`config.mk`:
```
export PLATFORM = sky130hd
export DESIGN_NAME = faa_annunciator
export DESIGN_NICKNAME = d
export VERILOG_FILES = /design/src/faa_pkg.sv /design/src/faa_annunciator.sv
export VERILOG_INCLUDE_DIRS = /design/src
export SDC_FILE = /design/constraint.sdc
export NUM_CORES = 1
export LEC_CHECK = 0
export BUFFER_PORTS_ARGS = -buffer_cell sky130_fd_sc_hd__buf_2
export CAP_MARGIN = 40
export CORE_ASPECT_RATIO = 1.75
export CORE_MARGIN = 3
export CORE_UTILIZATION = 25
export DETAILED_ROUTE_END_ITERATION = 10
export GPL_TIMING_DRIVEN = 0
export PLACE_DENSITY_LB_ADDON = 0.2
export SYNTH_ARGS = -nofsm -noshare
export SYNTH_HDL_FRONTEND = slang
export SYNTH_SLANG_ARGS = --single-unit
```
`constraint.sdc`:
```
create_clock -name sys_clk -period 6.1 [get_ports sys_clk]
set_input_delay 0 -clock sys_clk [delete_from_list [all_inputs] [get_ports sys_clk]]
set_output_delay 0 -clock sys_clk [all_outputs]
set_load 0.005 [all_outputs]
```
`src/faa_map.svh`:
```
// Register map, field positions, reset values and timing for the annunciator
`ifndef FAA_MAP_SVH
`define FAA_MAP_SVH
// Byte offsets of the Wishbone registers
`define FAA_REG_CTRL 8'h00
`define FAA_REG_STATE 8'h04
`define FAA_REG_FAULT 8'h08
`define FAA_REG_ALARM 8'h0C
`define FAA_REG_ISTAT 8'h10
`define FAA_REG_IMASK 8'h14
`define FAA_REG_LOGCNT 8'h18
// Control fields
`define FAA_CTL_BYPASS 0
`define FAA_CTL_ROUTE 1
`define FAA_CTL_SWRST 2
`define FAA_CTL_RESET 3'h0
// Interrupt status fields
`define FAA_IRQ_FAULT 0
`define FAA_IRQ_ALARM 1
`define FAA_IRQ_OVFL 2
`define FAA_IRQ_KEY 3
`define FAA_IRQ_W 4
`define FAA_IRQ_RESET 4'h0
// Event-log limit before overflow is reported
`define FAA_LOG_LIMIT 256
// Timing, in milliseconds, the clock rate and the number of display slots
`define FAA_CLK_HZ 20000000
`define FAA_FLASH_MS 250
`define FAA_ROT_MS 2000
`define FAA_DISP_SLOTS 3
`endif

```
`src/faa_pkg.sv`:
```
// Types shared by the fault and alarm annunciator
package faa_pkg;
    // Indicator state, one-hot
    typedef enum logic [2:0] {
        FAA_IND_OFF = 3'b001,
        FAA_IND_FLASH = 3'b010,
        FAA_IND_STEADY = 3'b100
    } faa_ind_t;
    // Wishbone request from the master
    typedef struct packed {
        logic cyc;
        logic stb;
        logic we;
        logic [3:0] sel;
        logic [7:0] adr;
        logic [31:0] dat;
    } faa_wbreq_t;
    // Wishbone answer to the master
    typedef struct packed {
        logic ack;
        logic [31:0] dat;
    } faa_wbrsp_t;
    // Keypad and remote request lines
    typedef struct packed {
        logic resetKey;
        logic remoteReset;
        logic upKey;
        logic downKey;
    } faa_keys_t;
    // Fault names on the display: three slots of 8-bit list indices
    typedef struct packed {
        logic [2:0] valid;
        logic [7:0] idx2;
        logic [7:0] idx1;
        logic [7:0] idx0;
    } faa_fdisp_t;
endpackage

```
`src/faa_annunciator.sv`:
```
// Fault and alarm annunciator: indicator, display selection, reset/ack, log overflow
//
// Function
// - Reset request with a fault present attempts to clear faults, no alarm ack.
// - Reset request with no fault but an alarm pending acknowledges alarms.
// - Indicator is always exactly one of off, flashing or steady.
// - No fault: flash while any alarm active or unacknowledged.
// - Any fault: indicator steady and fault name on red background.
// - Steady fault indication only while the bypass setting is off.
// - At most three fault names shown at once.
// - Up and down keys step the shown fault through the active list.
// - Several unacknowledged alarms are shown in rotation.
// - A cleared but unacknowledged alarm keeps the indicator flashing.
// - Alarms during a fault stay hidden until cleared, but are still logged.
// - Acknowledge hides all alarms except one rising in the ack cycle; flashing continues while any alarm persists.
// - Over 256 unacknowledged log entries reports a log overflow.
// - Alarm conditions come and go by themselves, regardless of acknowledgement.
// - Acknowledge only when key, remote or software reset asserts with no fault pending.
// - Reset key may be routed to software, which then issues the reset.
`timescale 1ns/100ps
`include "faa_map.svh"

module faa_annunciator #(
    parameter int NUM_FAULTS = 8,
    parameter int NUM_ALARMS = 8,
    parameter int FLASH_CYC = `FAA_CLK_HZ / 1000 * `FAA_FLASH_MS,
    parameter int ROT_CYC = `FAA_CLK_HZ / 1000 * `FAA_ROT_MS
) (
    // Clock and reset
    input wire logic sys_clk,
    input wire logic rst,
    // Register bus
    input faa_pkg::faa_wbreq_t wbReq,
    output faa_pkg::faa_wbrsp_t wbRsp,
    // Drive conditions and keypad
    input wire logic [NUM_FAULTS-1:0] faultIn,
    input wire logic [NUM_ALARMS-1:0] alarmIn,
    input faa_pkg::faa_keys_t keys,
    // Indicator and display
    output faa_pkg::faa_ind_t indState,
    output logic indLit,
    output logic faultRedBg,
    output faa_pkg::faa_fdisp_t faultDisp,
    output logic alarmShow,
    output logic [7:0] alarmIdx,
    output logic logOverflow,
    output logic irq
);
    import faa_pkg::*;

    localparam int LCW = 10;
    localparam logic [LCW-1:0] LOG_LIMIT = LCW'(`FAA_LOG_LIMIT);
    localparam logic [LCW-1:0] LOG_MAX = {LCW{1'b1}};

    // Next set bit after 'from', or before it when dir is set, wrapping; returns 'from' when none
    function automatic logic [7:0] nextSet(input logic [255:0] v, input logic [7:0] from,
                                           input int n, input logic dir);
        logic [7:0] res;
        logic found;
        int k;
        int j;
        res = from;
        found = 1'b0;
        for (k = 1; k <= 255; k++) begin
            if (k <= n && !found) begin
                j = dir ? (int'(from) + n - k) % n : (int'(from) + k) % n;
                if (v[j]) begin
                    res = 8'(j);
                    found = 1'b1;
                end
            end
        end
        return res;
    endfunction

    // Register state
    logic [2:0] ctrl_r;
    logic [`FAA_IRQ_W-1:0] iStat_r;
    logic [`FAA_IRQ_W-1:0] iMask_r;
    logic wbAck_r;
    logic [31:0] wbDat_r;
    faa_keys_t keysPrev_r;
    logic [NUM_ALARMS-1:0] alarmPrev_r;
    logic [NUM_FAULTS-1:0] faultPrev_r;
    logic [NUM_FAULTS-1:0] faultLatch_r;
    logic [NUM_ALARMS-1:0] unack_r;
    logic [LCW-1:0] logCnt_r;
    logic [31:0] flashCnt_r;
    logic [31:0] rotCnt_r;
    logic flashPhase_r;
    faa_ind_t ind_r;
    faa_ind_t ind_nxt;
    logic indLit_r;
    logic redBg_r;
    logic [7:0] cursor_r;
    faa_fdisp_t fDisp_r;
    logic [7:0] alarmIdx_r;
    logic alarmShow_r;
    logic ovfl_r;
    logic irq_r;

    // Bus decode
    logic busReq;
    logic busWr;
    logic swRst;
    assign busReq = wbReq.cyc && wbReq.stb && !wbAck_r;
    assign busWr = busReq && wbReq.we && wbReq.sel[0];
    assign swRst = busWr && wbReq.adr == `FAA_REG_CTRL && wbReq.dat[`FAA_CTL_SWRST];

    // Request edges; key may be handed to software instead
    logic keyEdge;
    logic reqPulse;
    logic upEdge;
    logic downEdge;
    assign keyEdge = keys.resetKey && !keysPrev_r.resetKey;
    assign reqPulse = (keyEdge && !ctrl_r[`FAA_CTL_ROUTE])
        || (keys.remoteReset && !keysPrev_r.remoteReset) || swRst;
    assign upEdge = keys.upKey && !keysPrev_r.upKey;
    assign downEdge = keys.downKey && !keysPrev_r.downKey;

    // Condition summary
    logic faultAny;
    logic alarmPend;
    logic faultClr;
    logic ackEv;
    logic [NUM_ALARMS-1:0] alarmRise;
    logic [NUM_FAULTS-1:0] faultRise;
    assign faultAny = |faultLatch_r;
    assign alarmPend = |alarmIn || |unack_r;
    assign faultClr = reqPulse && faultAny;
    assign ackEv = reqPulse && !faultAny && alarmPend;
    assign alarmRise = alarmIn & ~alarmPrev_r;
    assign faultRise = faultIn & ~faultPrev_r;

    // Input history for edge detection
    always_ff @(posedge sys_clk) begin
        if (rst) begin
            keysPrev_r <= '0;
            alarmPrev_r <= '0;
            faultPrev_r <= '0;
        end else begin
            keysPrev_r <= keys;
            alarmPrev_r <= alarmIn;
            faultPrev_r <= faultIn;
        end
    end

    // Fault latch; a clear keeps whatever is still present
    always_ff @(posedge sys_clk) begin
        if (rst) begin
            faultLatch_r <= '0;
        end else if (faultClr) begin
            faultLatch_r <= faultIn;
        end else begin
            faultLatch_r <= faultLatch_r | faultIn;
        end
    end

    // Unacknowledged alarms; a new alarm in the ack cycle survives
    always_ff @(posedge sys_clk) begin
        if (rst) begin
            unack_r <= '0;
        end else begin
            unack_r <= (ackEv ? '0 : unack_r) | alarmRise;
        end
    end

    // Unacknowledged entry count, saturating
    always_ff @(posedge sys_clk) begin
        if (rst) begin
            logCnt_r <= '0;
        end else if (|alarmRise || |faultRise) begin
            logCnt_r <= (ackEv ? LCW'(0) : logCnt_r)
                + ((logCnt_r == LOG_MAX) ? LCW'(0) : LCW'(1));
        end else if (ackEv) begin
            logCnt_r <= '0;
        end
    end

    // Overflow flag
    always_ff @(posedge sys_clk) begin
        if (rst) begin
            ovfl_r <= 1'b0;
        end else begin
            ovfl_r <= logCnt_r > LOG_LIMIT;
        end
    end

    // Flash and rotation dividers; long counts are parameters
    always_ff @(posedge sys_clk) begin
        if (rst) begin
            flashCnt_r <= '0;
            flashPhase_r <= 1'b0;
            rotCnt_r <= '0;
        end else begin
            flashCnt_r <= (flashCnt_r >= 32'(FLASH_CYC - 1)) ? '0 : flashCnt_r + 32'd1;
            if (flashCnt_r >= 32'(FLASH_CYC - 1)) begin
                flashPhase_r <= !flashPhase_r;
            end
            rotCnt_r <= (rotCnt_r >= 32'(ROT_CYC - 1)) ? '0 : rotCnt_r + 32'd1;
        end
    end

    // Indicator state choice
    always_comb begin
        case (1'b1)
            faultAny && !ctrl_r[`FAA_CTL_BYPASS]: ind_nxt = FAA_IND_STEADY;
            !faultAny && alarmPend: ind_nxt = FAA_IND_FLASH;
            default: ind_nxt = FAA_IND_OFF;
        endcase
    end

    // Indicator registers; one-hot state drives the lamp
    always_ff @(posedge sys_clk) begin
        if (rst) begin
            ind_r <= FAA_IND_OFF;
            indLit_r <= 1'b0;
            redBg_r <= 1'b0;
        end else begin
            ind_r <= ind_nxt;
            redBg_r <= faultAny && !ctrl_r[`FAA_CTL_BYPASS];
            case (ind_nxt)
                FAA_IND_STEADY: indLit_r <= 1'b1;
                FAA_IND_FLASH: indLit_r <= flashPhase_r;
                default: indLit_r <= 1'b0;
            endcase
        end
    end

    // Fault list cursor and three display slots
    logic [255:0] fVec;
    logic [7:0] slot1;
    logic [7:0] slot2;
    int fCount;
    always_comb begin
        fVec = '0;
        fVec[NUM_FAULTS-1:0] = faultLatch_r;
        fCount = $countones(faultLatch_r);
        slot1 = nextSet(fVec, cursor_r, NUM_FAULTS, 1'b0);
        slot2 = nextSet(fVec, slot1, NUM_FAULTS, 1'b0);
    end

    // Cursor stays on an active fault; arrows step through the list
    always_ff @(posedge sys_clk) begin
        if (rst) begin
            cursor_r <= '0;
            fDisp_r <= '0;
        end else begin
            if (!fVec[cursor_r] || (downEdge && fCount > 1)) begin
                cursor_r <= nextSet(fVec, cursor_r, NUM_FAULTS, 1'b0);
            end else if (upEdge && fCount > 1) begin
                cursor_r <= nextSet(fVec, cursor_r, NUM_FAULTS, 1'b1);
            end
            fDisp_r.idx0 <= cursor_r;
            fDisp_r.idx1 <= slot1;
            fDisp_r.idx2 <= slot2;
            fDisp_r.valid[0] <= redBg_r && fCount >= 1 && fVec[cursor_r];
            fDisp_r.valid[1] <= redBg_r && fCount >= 2;
            fDisp_r.valid[2] <= redBg_r && fCount >= `FAA_DISP_SLOTS;
        end
    end

    // Alarm name rotation over unacknowledged alarms
    logic [255:0] aVec;
    always_comb begin
        aVec = '0;
        aVec[NUM_ALARMS-1:0] = unack_r;
    end

    always_ff @(posedge sys_clk) begin
        if (rst) begin
            alarmIdx_r <= '0;
            alarmShow_r <= 1'b0;
        end else begin
            if (!aVec[alarmIdx_r] || rotCnt_r == '0) begin
                alarmIdx_r <= nextSet(aVec, alarmIdx_r, NUM_ALARMS, 1'b0);
            end
            alarmShow_r <= !faultAny && |unack_r && aVec[alarmIdx_r];
        end
    end

    // Control register; software reset bit self-clears
    always_ff @(posedge sys_clk) begin
        if (rst) begin
            ctrl_r <= `FAA_CTL_RESET;
        end else if (busWr && wbReq.adr == `FAA_REG_CTRL) begin
            ctrl_r <= {1'b0, wbReq.dat[`FAA_CTL_ROUTE], wbReq.dat[`FAA_CTL_BYPASS]};
        end
    end

    // Interrupt status: events set, write one clears, set wins
    logic [`FAA_IRQ_W-1:0] iSet;
    logic [`FAA_IRQ_W-1:0] iClr;
    always_comb begin
        iSet = '0;
        iSet[`FAA_IRQ_FAULT] = |faultRise;
        iSet[`FAA_IRQ_ALARM] = |alarmRise;
        iSet[`FAA_IRQ_OVFL] = (logCnt_r > LOG_LIMIT) && !ovfl_r;
        iSet[`FAA_IRQ_KEY] = keyEdge && ctrl_r[`FAA_CTL_ROUTE];
        iClr = '0;
        if (busWr && wbReq.adr == `FAA_REG_ISTAT) begin
            iClr = wbReq.dat[`FAA_IRQ_W-1:0];
        end
    end

    always_ff @(posedge sys_clk) begin
        if (rst) begin
            iStat_r <= `FAA_IRQ_RESET;
            iMask_r <= `FAA_IRQ_RESET;
            irq_r <= 1'b0;
        end else begin
            iStat_r <= (iStat_r & ~iClr) | iSet;
            if (busWr && wbReq.adr == `FAA_REG_IMASK) begin
                iMask_r <= wbReq.dat[`FAA_IRQ_W-1:0];
            end
            irq_r <= |(iStat_r & iMask_r);
        end
    end

    // Bus answer: one wait state, unmapped reads return zero
    always_ff @(posedge sys_clk) begin
        if (rst) begin
            wbAck_r <= 1'b0;
            wbDat_r <= '0;
        end else begin
            wbAck_r <= busReq;
            wbDat_r <= '0;
            if (busReq && !wbReq.we) begin
                case (wbReq.adr)
                    `FAA_REG_CTRL: wbDat_r <= {29'd0, ctrl_r};
                    `FAA_REG_STATE: wbDat_r <= {27'd0, faultAny, ovfl_r, ind_r};
                    `FAA_REG_FAULT: wbDat_r <= 32'(faultLatch_r);
                    `FAA_REG_ALARM: wbDat_r <= 32'(unack_r);
                    `FAA_REG_ISTAT: wbDat_r <= 32'(iStat_r);
                    `FAA_REG_IMASK: wbDat_r <= 32'(iMask_r);
                    `FAA_REG_LOGCNT: wbDat_r <= 32'(logCnt_r);
                    default: wbDat_r <= '0;
                endcase
            end
        end
    end

    // Outputs, all from flip-flops
    assign wbRsp.ack = wbAck_r;
    assign wbRsp.dat = wbDat_r;
    assign indState = ind_r;
    assign indLit = indLit_r;
    assign faultRedBg = redBg_r;
    assign faultDisp = fDisp_r;
    assign alarmShow = alarmShow_r;
    assign alarmIdx = alarmIdx_r;
    assign logOverflow = ovfl_r;
    assign irq = irq_r;
endmodule

```
* Word-level counts from Yosys, hierarchy flattened *
Cells that the tools add are included.

operators by class
  $add $sub $neg = 42
  multiply operators = 0
  divide/modulo/power cells = 0
  $lt $le $gt $ge = 41
  equal/unequal tests = 9
  shift operators = 0
  muxes and demuxes = 302
  bitwise gates (word level) = 43
  reduce and logical (&&, ||, !) cells = 92

operator list
  kind                                                                                    count
  8-bit 2-to-1 mux                                                                        87
  4-bit by 10-bit < comparator with 1-bit output (second input constant)                  32
  1-bit 2-to-1 mux                                                                        174
  1-bit binary-select mux with 4-bit select                                               32
  32-bit by 4-bit subtractor with 32-bit output (second input constant)                   4
  3-bit OR reduction                                                                      32
  10-bit case mux with 7 select lines                                                     1
  32-bit by 1-bit adder with 32-bit output (second input constant)                        2
  32-bit by 3-bit subtractor with 32-bit output (second input constant)                   2
  8-bit OR reduction                                                                      5
  3-bit adder (second input constant)                                                     12
  32-bit by 23-bit greater-or-equal comparator with 1-bit output (second input constant)  1
  32-bit by 26-bit greater-or-equal comparator with 1-bit output (second input constant)  1
  32-bit zero test                                                                        1
  32-bit by 2-bit subtractor with 32-bit output (second input constant)                   1
  32-bit by 5-bit subtractor with 32-bit output (second input constant)                   1
  1-bit logical AND                                                                       29
  1-bit AND (first input constant)                                                        24
  8-bit by 5-bit equality test with 1-bit output (second input constant)                  3
  10-bit 2-to-1 mux                                                                       2
  3-bit by 2-bit adder with 3-bit output (second input constant)                          6
  8-bit by 9-bit < comparator with 1-bit output (second input constant)                   2
  8-bit AND                                                                               2
  1-bit binary-select mux with 8-bit select                                               2
  32 further kinds                                                                        71

word-level totals
  flip-flop bits (word level) = 205
  latch bits = 0
  RAM bits = 0
  bits in read-only memories = 0
  input port bits = 69
  output and inout bits = 76
  word-level logic and storage cells = 558
  memories = 0

* Depth between registers and ports, before layout *
Gate-level depths: netlist of run 1.

  depth after elaboration = 42
  depth in mapped cells = 23
  gate-level depth less buffers = 17

* Worst setup path after synthesis of run 1 *
No wires, ideal clock.

  path kind = reg2reg
  start = register cursor_r[0]
  end = register fDisp_r, in the netlist faultDisp[16]
  setup time = 0.123 ns
  arrival time = 5.067 ns
  required time = 5.977 ns
  setup slack = 0.909 ns
  stages on the path, launching flop included = 22
  buffers on the path = 4
  period minus slack after synthesis = 5.191 ns
  path through = dfxtp_1 > buf_6 > buf_2 > inv_2 > ha_1 > buf_6 > mux2_1 > mux4_2 > nor2_1 > nand2_1 > or3b_1 > nand2_1 > clkbuf_1 > ha_1 > inv_1 > a211oi_1 > a31oi_2 > mux2i_4 > o21ai_2 > or4b_4 > o211ai_2 > mux2_1

between the ends
  cells in the longest elaborated chain, start to end = 42
  elaborated cells on any way between the ends = 152
  classes of those cells = add/sub (16); mux (104); bitwise (16); reduce/logical (16)

ends and longest elaborated chain
  element                                               line                    RTL
  from (decl)                                           faa_annunciator.sv:95   logic [7:0] cursor_r;
  from (signal assigned)                                faa_annunciator.sv:250  cursor_r <= nextSet(fVec, cursor_r, NUM_FAULTS, 1'b0);
  from (signal assigned)                                faa_annunciator.sv:252  cursor_r <= nextSet(fVec, cursor_r, NUM_FAULTS, 1'b1);
  3-bit by 1-bit adder with 3-bit output                --
  3-bit OR reduction (no source line)                   --
  1-bit AND (no source line)                            --
  1-bit binary-select mux with 4-bit select             faa_annunciator.sv:67   if (v[j]) begin
  1-bit 2-to-1 mux (not written as such) (2 in series)  faa_annunciator.sv:67
  8-bit 2-to-1 mux (2 in series)                        faa_annunciator.sv:67
  8-bit 2-to-1 mux                                      faa_annunciator.sv:65   if (k <= n && !found) begin
  8-bit 2-to-1 mux                                      faa_annunciator.sv:67
  [11 not listed]                                       --
  named net slot1[1]                                    faa_annunciator.sv:232  logic [7:0] slot1;
  [13 not listed]                                       --
  8-bit 2-to-1 mux                                      faa_annunciator.sv:67
  8-bit 2-to-1 mux                                      faa_annunciator.sv:65
  8-bit 2-to-1 mux                                      faa_annunciator.sv:67
  8-bit 2-to-1 mux                                      faa_annunciator.sv:65
  8-bit 2-to-1 mux                                      faa_annunciator.sv:67
  8-bit 2-to-1 mux                                      faa_annunciator.sv:65
  8-bit 2-to-1 mux                                      faa_annunciator.sv:67
  8-bit 2-to-1 mux *                                    faa_annunciator.sv:65
  to (decl)                                             faa_annunciator.sv:96   faa_fdisp_t fDisp_r;

Mark *: on every way through the listed nets, which the timed path passes. The rest lies on a longest branch. The select of a mux whose other input is x is not followed.
A chain may end at the register's enable or synchronous reset.

* Final worst setup path of run 1 *
Ends and elaborated chain as after synthesis.

==> results of run 1 <==
==> sequential cells by signal (all words and copies together) (netlist names), 8 cells and up <==
register and flops:
alarmIdx 8, alarmPrev_r 8, cursor_r 8, faultDisp 27
faultLatch_r 8, faultPrev_r 8, flashCnt_r 32, logCnt_r 10
rotCnt_r 32, unack_r 8, wbDat_r 10
==> metrics by stage <==
stage | instance area [um2] | std cells | TNS [ns] | hold WS [ns] | utilization
after global placement | 11020 | 1743 | -0.4842 | 0.2305 | 0.2853
after CTS | 11910 | 1804 | 0 | 0.004787 | 0.3084
after floorplan | 9973 | 1170 | 0 | 0.1282 | -
final | 11930 | 1803 | 0 | 0.03761 | 0.3089
after detailed placement | 11030 | 1745 | -0.3151 | 0.2357 | 0.2855
after global routing | 11930 | 1803 | 0 | 0.04210 | 0.3089
==> layer usage <==
metal  track usage  routed length (um)  part of all wire
met5             0                   0                 0
met4       0.07310                1324             0.044
met3       0.02152                1057             0.035
met2        0.2734               16450              0.54
met1        0.1519               11360              0.38
==> how the worst max path moves through the flow <==
stage	startpoint	to	slack, ns	depth (start not counted)
2_1_floorplan	cursor_r[0]	faultDisp[16]	0.91	21
3_3_place_gp	cursor_r[1]	faultDisp[16]	-0.25	20
3_5_place_dp	cursor_r[1]	faultDisp[16]	-0.21	20
4_1_cts	cursor_r[1]	faultDisp[16]	0.08	20
5_1_grt	cursor_r[0]	faultDisp[16]	0.01	23
6_report	cursor_r[0]	faultDisp[16]	0.21	21
==> final cells by class <==
| cell class | count | area, um2 |
|---|---|---|
| inverter | 57 | 214.0 |
| clock buffer | 17 | 425.4 |
| sequential | 182 | 3645 |
| tap | 485 | 606.8 |
| buffer | 73 | 429.2 |
| fill | 4081 | 26700 |
| timing repair buffer | 117 | 720.7 |
| multi-input combinational | 857 | 5708 |
| clock inverter | 15 | 182.7 |
==> critical path, delay by kind of cell, from the launching register on <==
family                     cells  cell delay, ns
and+or+nand+nor                5            1.52
muxes                          4            1.42
buffers and inverters          6            1.14
AOI/OAI and AO/OA              4            0.72
adders and majority gates      2            0.58
DFF                            1            0.36
==> repair_timing <==
item                                   in CTS  in global routing
setup endpoints to repair                   3                  3
hold buffers                               27                  0
gates cloned                                0                  0
gates resized for setup                     2                  6
endpoints found under the hold margin      49                  0
==> cell usage after synthesis, types with 8 or more instances <==
cell type	n
nand2b_1	29
o21ai_0	31
a21oi_1	46
or2_2	8
mux2i_1	35
mux4_2	23
nor4_1	16
buf_2	8
xor2_1	28
a22oi_1	12
ha_1	18
buf_4	27
nor3_1	19
and3_1	15
clkbuf_1	33
nor2b_1	21
nand4_1	20
dfxtp_1	182
and2_1	8
inv_1	55
a211oi_1	15
o22ai_1	8
nand3_1	42
a31oi_1	17
a21o_1	14
mux2_2	17
xnor2_1	29
nor2_1	168
nand2_1	92
==> kinds of logic (layout without fill, tap and decap cells) <==
| logic type | after synthesis | count (layout) | synth area share |
|---|---|---|---|
| adders and majority gates | 22 | 22 | 0.03103 |
| and+or+nand+nor | 464 | 464 | 0.2265 |
| DFF | 182 | 182 | 0.3703 |
| buffers and inverters | 131 | 279 | 0.06511 |
| AOI/OAI and AO/OA | 193 | 193 | 0.1320 |
| xor gates and xnor gates | 60 | 60 | 0.05685 |
| other | 1 | 37 | 0.0003812 |
| muxes | 81 | 81 | 0.1178 |
==> power groups by stage <==
stage               logic, mW  clock network (mW)  registers (mW)
finish                   4.84                1.14            1.31
global route             5.25                1.22            1.32
CTS                      4.79                1.18            1.31
detailed placement       4.74                   0            1.34
global placement         4.75                   0            1.34
floorplan                3.66                   0            1.33
==> qor.csv, run 1 <==
metric;value;unit
Unique masters post-synth;85;
Crit Path Class;reg2reg;
worst setup slack after placement;-0.2137;ns
GR Util All Layers;0.1440;
clk buf depth;2;
largest cells by area after synthesis;dfxtp_1 (37%), nor2_1 (6.4%), mux4_2 (5.3%), mux2i_1 (3.6%), nand2_1 (3.5%);
commonest non-fill, non-tap cells in the layout;dfxtp_1 (181), nor2_1 (167), buf_2 (97);
Hold Path Depth;4;
diode count;0;
HPWL after DPL;23.86;mm
I/O pins;145;
Synth Instances;1134;
critical path's largest stage delay;0.53;ns
worst path required time;6.44;ns
f_max;169.8;MHz
number of synthesized flops with an enable pin;0;
Final period util;0.9656;
H-tree Lvls;4;
Main synth FF type;dfxtp_1;
top cell type's share of synthesized area;0.3703;
Vias/cell;4.780;
CP arrival;6.23;ns
Final WS setup;0.2100;ns
origin of the critical flop-to-flop path;cursor_r[0];
Via Count;8618;
antenna viol nets, final;0;
sequential fraction of the synthesis area;0.3703;
maxcap violations;0;
Setup crit end kind;flip-flop;
root buf cell;clkbuf_16;
Sequential Power Share;0.180;
Clock Skew;0.008907;ns
r2r worst-path depth;21;
Gate power share;0.664;
TritonCTS clock tree;yes;
switch share;0.4699;
GP Congestion;0.8938;
fraction of layout cells with a size suffix above 1;0.1775;
first-pass GRT wire length;46.92;mm
Slowest-stage cell, CP;or4b_4;
WL final;30.19;mm
r2r setup slk;0.21;ns
worst hold path startpoint;wbReq[35];
slew at the pin closest to its max-slew limit;0.8325;ns
power per cell area;611.1;nW/um2
vias in the first global route;8592;
worst-path cell chain;buf_6 > clkbuf_4 > inv_2 > ha_4 > buf_6 > mux2_2 > mux4_2 > nor2_2 > nand2_1 > or3b_1 > nand2_1 > buf_2 > ha_1 > inv_1 > a211oi_1 > a31oi_2 > mux2i_4 > o21ai_2 > or4b_4 > o211ai_2 > mux2_1;
CP max FO;11;
Psw;3.426;mW
total core area;38630;um2
DIE AREA;41860;um2
hold endpoint;wbDat_r[1];
status;complete, no violations;
nets@finish;1396;
Leakage Power;4.806;nW
clk_lat worst skew;0.45;ns
maximum VDD drop;322.1;uV
min cycle time layout;5.890;ns
Yosys Warn Count;0;
Internal;3.865;mW
r2r endpoint;faultDisp[16];
DRT Pass-1 Iters;6;
initial antenna violation count;0;
GRT overflow;0;
Starting DRT DRC Count;479;
clock share of power;0.156;
largest area contributor in the netlist;dfxtp_1;
total power;7.291;mW
Starting Density;0.2547;
DRC viols;0;
Worst slew margin;0.4291;
Slew Viols, Final;0;
largest net degree at the start of global routing;20;
Mapped Avg Cell Area;8.676;um2
clock sinks;182;
Die Height;268.4;um
IO Port Bufs;88;
Num CTS Buffers;17;
final setup vio count;0;
commonest non-fill, non-tap cell in the layout;dfxtp_1;
final hold viol count;0;
ys async rst share;0;
Setup Fix Bufs, Post-CTS;0;
register bit total from synthesis;182;
Post-Syn Area;9838;um2
Chip Width;156.0;um
RSZ-0062 raised after global routing;false;
Wirelength per Cell;16.74;um
Clk pin slew, worst setup/hold paths;0.07;ns
Startpoint Class;flip-flop;
hold crit path type;in2reg;
# rows;95;
Layout area overhead;21.28;%
Power figures use the tool's default switching activity.
==> run 2: changes to the inputs <==
CORE_MARGIN = 1   (was 3)
==> run 2 against run 1 <==
Worst hold slack better by 0.045 ns; combinational power is essentially flat; the flow now finishes with violations (design-rule violations); critical path depth shrank 1.
==> qor.csv, run 2 (same netlist as run 1, synthesis figures left out) <==
metric;value;unit;change
status;finished with violations;;
violations in the final reports;design-rule violations;;
Vias/cell;4.771;;-0.18%
Slew Viols, Final;0;;unchanged
Filler cells;4107;;+0.64%
I/O pins;145;;unchanged
Crit Path Class;reg2reg;;
diode count;0;;unchanged
total core area;38630;um2;unchanged
GP Congestion;0.8543;;-4.4%
DRC viols;17;;+17
root buf cell;clkbuf_16;;
f_max;173.2;MHz;+2.0%
DIE AREA;40180;um2;-4.0%
first-pass GRT wire length;47.12;mm;+0.43%
Clock Skew;0.01227;ns;+0.003363 ns
power per cell area;610.6;nW/um2;about the same
hold crit path type;in2reg;;
WL final;29.83;mm;-1.2%
DRT Pass-1 Iters;8;;+2
clock sinks;182;;unchanged
GRT overflow;0;;unchanged
clk_lat worst skew;0.45;ns;about the same
Final period util;0.9464;;-0.01916
commonest non-fill, non-tap cells in the layout;dfxtp_1 (181), nor2_1 (167), buf_2 (95);;
worst path required time;6.43;ns;about the same
Starting DRT DRC Count;449;;-6.3%
Startpoint Class;flip-flop;;
Layout area overhead;21.33;%;about the same
final setup vio count;0;;unchanged
initial antenna violation count;0;;unchanged
Worst slew margin;0.3675;;-0.06160
HPWL after DPL;23.45;mm;-1.7%
slew at the pin closest to its max-slew limit;0.9467;ns;+0.1142 ns
# rows;95;;unchanged
RSZ-0062 raised after global routing;false;;
min cycle time layout;5.773;ns;-0.1169 ns
Clk pin slew, worst setup/hold paths;0.07;ns;about the same
Via Count;8607;;-0.13%
area occupied by multi-input gates;5699;um2;-0.15%
worst hold margin;0.08303;ns;+0.04542 ns
CP max FO;10;;-1
commonest non-fill, non-tap cell in the layout;dfxtp_1;;
antenna viol nets, final;0;;unchanged
maxcap violations;0;;unchanged
Total Neg Setup Slack;0;ns;unchanged
GR Util All Layers;0.1518;;+0.007826
final hold viol count;0;;unchanged
fraction of layout cells with a size suffix above 1;0.1774;;about the same
nets@finish;1397;;+0.072%
Die Height;264.4;um;-1.5%
TritonCTS clock tree;yes;;
H-tree Lvls;4;;unchanged
Setup crit end kind;flip-flop;;
vias in the first global route;8672;;+0.93%
CP arrival;6.11;ns;-0.12 ns
clk buf depth;2;;unchanged
Num CTS Buffers;17;;unchanged
IO Port Bufs;88;;unchanged
maximum VDD drop;398.4;uV;+24%
r2r setup slk;0.33;ns;+0.12 ns
register area;3645;um2;unchanged
Setup Fix Bufs, Post-CTS;0;;unchanged
Starting Density;0.2547;;unchanged
Chip Width;152.0;um;-2.6%
Wirelength per Cell;16.54;um;-1.2%
Leakage Power;4.812;nW;+0.13%
largest net degree at the start of global routing;19;;-5.0%
## run 2: cell count changes in the layout (fill, tap and decap cells not counted), moves of 2 or more
| cell | previous run | this run |
|---|---|---|
| buf_2 | 97 | 95 |
| buf_4 | 27 | 29 |
| clkinv_2 | 0 | 2 |
| inv_8 | 4 | 2 |
## run 2: layer usage
metal  wire length [um]  global-route usage  up-vias
met5                  0                   0        -
met4               1365             0.09349        0
met3                807             0.01994       68
met2              16080              0.2923      223
met1              11580              0.1538     4065
li1                   -                   -     4251
## run 2: what timing repair did
action | 4_1_cts | 5_1_grt
resized for setup | 2 | 9
hold endpoints to repair | 49 | 0
hold buffers | 27 | 0
setup endpoints to repair | 3 | 3
## run 2: cell type report
type / count / area share
flip-flops and latches: 182 / 0.3053
inverters: 57 / 0.01792
plain buffers: 74 / 0.03648
clock inverters: 15 / 0.01551
clock buffers: 17 / 0.03564
multi-input cells: 857 / 0.4775
repair buffers: 117 / 0.06080
well taps: 485 / 0.05084
## run 2: metrics by stage
| step | util | worst slack (ns) | power (mW) | cell area, um2 | cells |
|---|---|---|---|---|---|
| finish | 0.3090 | 0.3269 | 7.289 | 11940 | 1804 |
| global placement | 0.2853 | -0.2412 | 6.076 | 11020 | 1743 |
| detailed placement | 0.2857 | -0.2035 | 6.084 | 11040 | 1745 |
| CTS | 0.3086 | 0.06036 | 7.293 | 11920 | 1804 |
| global route | 0.3090 | 0.03652 | 7.805 | 11940 | 1804 |
| floorplan | - | 0.9093 | 4.991 | 9973 | 1170 |
## run 2: critical path, stage by stage (launching register included)
cell and delay [ns]:
dfxtp_1 0.33, buf_6 0.14, buf_4 0.19, inv_2 0.24, ha_1 0.19, clkbuf_1 0.37, xor2_2 0.36, mux4_2 0.46
o21ai_1 0.41, nand4_1 0.29, nand3_4 0.28, inv_1 0.18, ha_1 0.37, inv_1 0.10, a211oi_2 0.22, a31oi_2 0.13
mux2i_4 0.25, o21ai_2 0.08, or4b_4 0.53, o211ai_2 0.18, mux2_1 0.33
## run 2: power breakdown
group	internal, mW	switching, mW	leakage [nW]
combinational	2.01	2.80	3.02
sequential	1.27	0.0458	1.49
clock	0.622	0.539	0.298
total	3.90	3.39	4.81
## run 2: final timing paths
| check | cells past startpoint | startpoint | to |
|---|---|---|---|
| hold reg to reg | 2 | alarmIdx[4] | alarmIdx[4] |
| hold / removal | 4 | wbReq[35] | wbDat_r[4] |
| setup / recovery | 20 | cursor_r[0] | faultDisp[16] |
| setup reg to reg | 20 | cursor_r[0] | faultDisp[16] |
==> run 3: changes to the inputs <==
CORE_ASPECT_RATIO = unset   (was 1.75)
REMOVE_ABC_BUFFERS = 1   (was unset)
==> run 3 against run 2 <==
The run now ends clean; core utilization down 0.88 points; critical path type unchanged; die area barely moved; largest power group unchanged; largest cell class unchanged; combinational power shrank 4.8%; clock skew about the same; clock power decreased by 13%; sequential cell count unchanged; total power shrank 4.2%; critical path depth shrank 2; worst hold slack lost 0.047 ns; final area down 2.6%.
==> qor.csv, run 3 (same netlist as run 1, synthesis figures left out) <==
metric;value;unit;change
Total Neg Setup Slack;0;ns;unchanged
maxcap violations;0;;unchanged
TritonCTS clock tree;yes;;
clock sinks;182;;unchanged
# rows;72;;-24%
Starting DRT DRC Count;381;;-15%
r2r setup slk;0.24;ns;-0.09 ns
f_max;170.6;MHz;-1.5%
Slew Viols, Final;0;;unchanged
GR Util All Layers;0.1307;;-0.02112
I/O pins;145;;unchanged
Layout area overhead;18.21;%;
switch share;0.4615;;-0.002903
status;complete, no violations;;
IO Port Bufs;91;;+3.4%
Leakage Power;4.599;nW;-4.4%
Sequential Power Share;0.198;;+0.018
initial antenna violation count;1;;+1
final hold viol count;0;;unchanged
Chip Width;200.4;um;+32%
Via Count;8050;;-6.5%
GP Congestion;0.7992;;-6.4%
commonest non-fill, non-tap cell in the layout;dfxtp_1;;
worst path required time;6.42;ns;about the same
CP max FO;20;;+10
clock share of power;0.145;;-0.014
Vias/cell;4.540;;-4.8%
DRC viols;0;;-17
CP arrival;6.18;ns;+0.07 ns
HPWL after DPL;19.45;mm;-17%
critical path launch point;cursor_r[0];;
power per cell area;600.1;nW/um2;-1.7%
nets@finish;1334;;-4.5%
Internal;3.758;mW;-3.7%
slew at the pin closest to its max-slew limit;0.9449;ns;-0.001745 ns
first-pass GRT wire length;42.05;mm;-11%
min cycle time layout;5.860;ns;+0.08732 ns
hold crit path type;in2reg;;
total core area;38740;um2;+0.28%
Levels on crit path;18;;-10%
clk_lat worst skew;0.44;ns;about the same
origin of the critical flop-to-flop path;cursor_r[0];;
worst hold margin;0.03627;ns;-0.04676 ns
CP Capture Point;faultDisp[16];;
root buf cell;clkbuf_16;;
Core Util, Final;0.3002;;-0.008762
critical path's largest stage delay;0.62;ns;+0.09 ns
Setup Fix Bufs, Post-CTS;0;;unchanged
worst-path cell chain;buf_16 > inv_2 > ha_2 > buf_16 > mux2_2 > mux4_2 > nor2_1 > nand2_1 > or3b_1 > nand2_4 > inv_2 > ha_1 > a211oi_1 > a31oi_1 > or2_2 > or4b_4 > o211ai_2 > mux2_1;;
Die Height;200.4;um;-24%
total power;6.979;mW;-4.2%
Slowest-stage cell, CP;mux4_2;;
final setup vio count;0;;unchanged
vias in the first global route;7728;;-11%
fraction of layout cells with a size suffix above 1;0.1603;;-0.01712
Top Family by Delay on Critical Path;simple AND/OR/NAND/NOR gates;;
Gate power share;0.657;;-0.004
maximum VDD drop;391.0;uV;-1.9%
Wirelength per Cell;14.66;um;-11%
DIE AREA;40150;um2;about the same
Starting Density;0.2540;;-0.0006992
r2r endpoint;faultDisp[16];;
largest net degree at the start of global routing;57;;+38
antenna viol nets, final;0;;unchanged
Final period util;0.9607;;+0.01432
CP bufs+invs;4;;-2
Startpoint Class;flip-flop;;
Worst slew margin;0.3652;;-0.002319
Clk pin slew, worst setup/hold paths;0.07;ns;about the same
Setup crit end kind;flip-flop;;
H-tree Lvls;4;;unchanged
DRT Pass-1 Iters;5;;-3
r2r worst-path depth;18;;-10%
WL final;26.00;mm;-13%
Num CTS Buffers;17;;unchanged
Crit Path Class;reg2reg;;
Psw;3.221;mW;-4.8%
commonest non-fill, non-tap cells in the layout;dfxtp_1 (179), nor2_1 (168), nand2_1 (91), buf_2 (91), inv_1 (55);;
GRT overflow;0;;unchanged
clk buf depth;2;;unchanged
Clock Skew;0.01275;ns;+0.0004827 ns
## run 3: area by class of cell
type | count | area, um2
multi-input combinational | 857 | 5710
clock inverter | 13 | 98.84
timing repair buffer | 128 | 878.3
fill | 4135 | 27110
clock buffer | 17 | 425.4
inverter | 57 | 214.0
tap | 518 | 648.1
antenna | 1 | 2.502
sequential | 182 | 3652
## run 3: power by group through the flow
| stage | Combinational [mW] | Sequential (mW) | Clock [mW] |
|---|---|---|---|
| global route | 5.05 | 1.40 | 1.11 |
| detailed placement | 4.49 | 1.41 | 0 |
| CTS | 4.53 | 1.38 | 1.06 |
| finish | 4.59 | 1.38 | 1.01 |
| global placement | 4.42 | 1.42 | 0 |
| floorplan | 3.48 | 1.38 | 0 |
## run 3: timing repair
item,CTS,global route
setup endpoints to repair,3,3
resized for setup,3,6
gates cloned,0,0
hold buffers,31,0
endpoints found under the hold margin,52,0
## run 3: metal layers
metal	global-route usage	vias up	routed length, um
li1	-	4131	-
met1	0.1869	3758	13350
met3	0.02799	20	948
met2	0.1987	141	11320
met5	0	-	0
met4	0.03162	0	385
## run 3: metrics by stage
stage | instances | area, um2 | worst slack, ns
2_1_floorplan | 1096 | 9547 | 0.01797
3_3_place_gp | 1705 | 10650 | -1.244
3_5_place_dp | 1711 | 10770 | -0.3455
4_1_cts | 1772 | 11610 | 0.01411
5_1_grt | 1772 | 11630 | -0.003833
6_report | 1773 | 11630 | 0.2396
## run 3: worst min-delay path by stage
stage / end / cells past startpoint / startpoint / slack, ns
after floorplan: faultDisp[0] / 1 / rst / 0.07
after global placement: keysPrev_r[3] / 2 / keys[3] / 0.23
after detailed placement: keysPrev_r[3] / 2 / keys[3] / 0.24
after CTS: wbDat_r[9] / 4 / wbReq[44] / 0.02
after global routing: wbDat_r[9] / 4 / wbReq[44] / 0.02
final: wbDat_r[9] / 4 / wbReq[44] / 0.04
## run 3: worst reg2reg max path, stage by stage (launching register included)
cell,delay (ns)
dfxtp_4,0.47
buf_16,0.19
inv_2,0.14
ha_2,0.43
buf_16,0.18
mux2_2,0.38
mux4_2,0.62
nor2_1,0.27
nand2_1,0.11
or3b_1,0.44
nand2_4,0.18
inv_2,0.13
ha_1,0.39
a211oi_1,0.25
a31oi_1,0.12
or2_2,0.35
or4b_4,0.56
o211ai_2,0.20
mux2_1,0.34
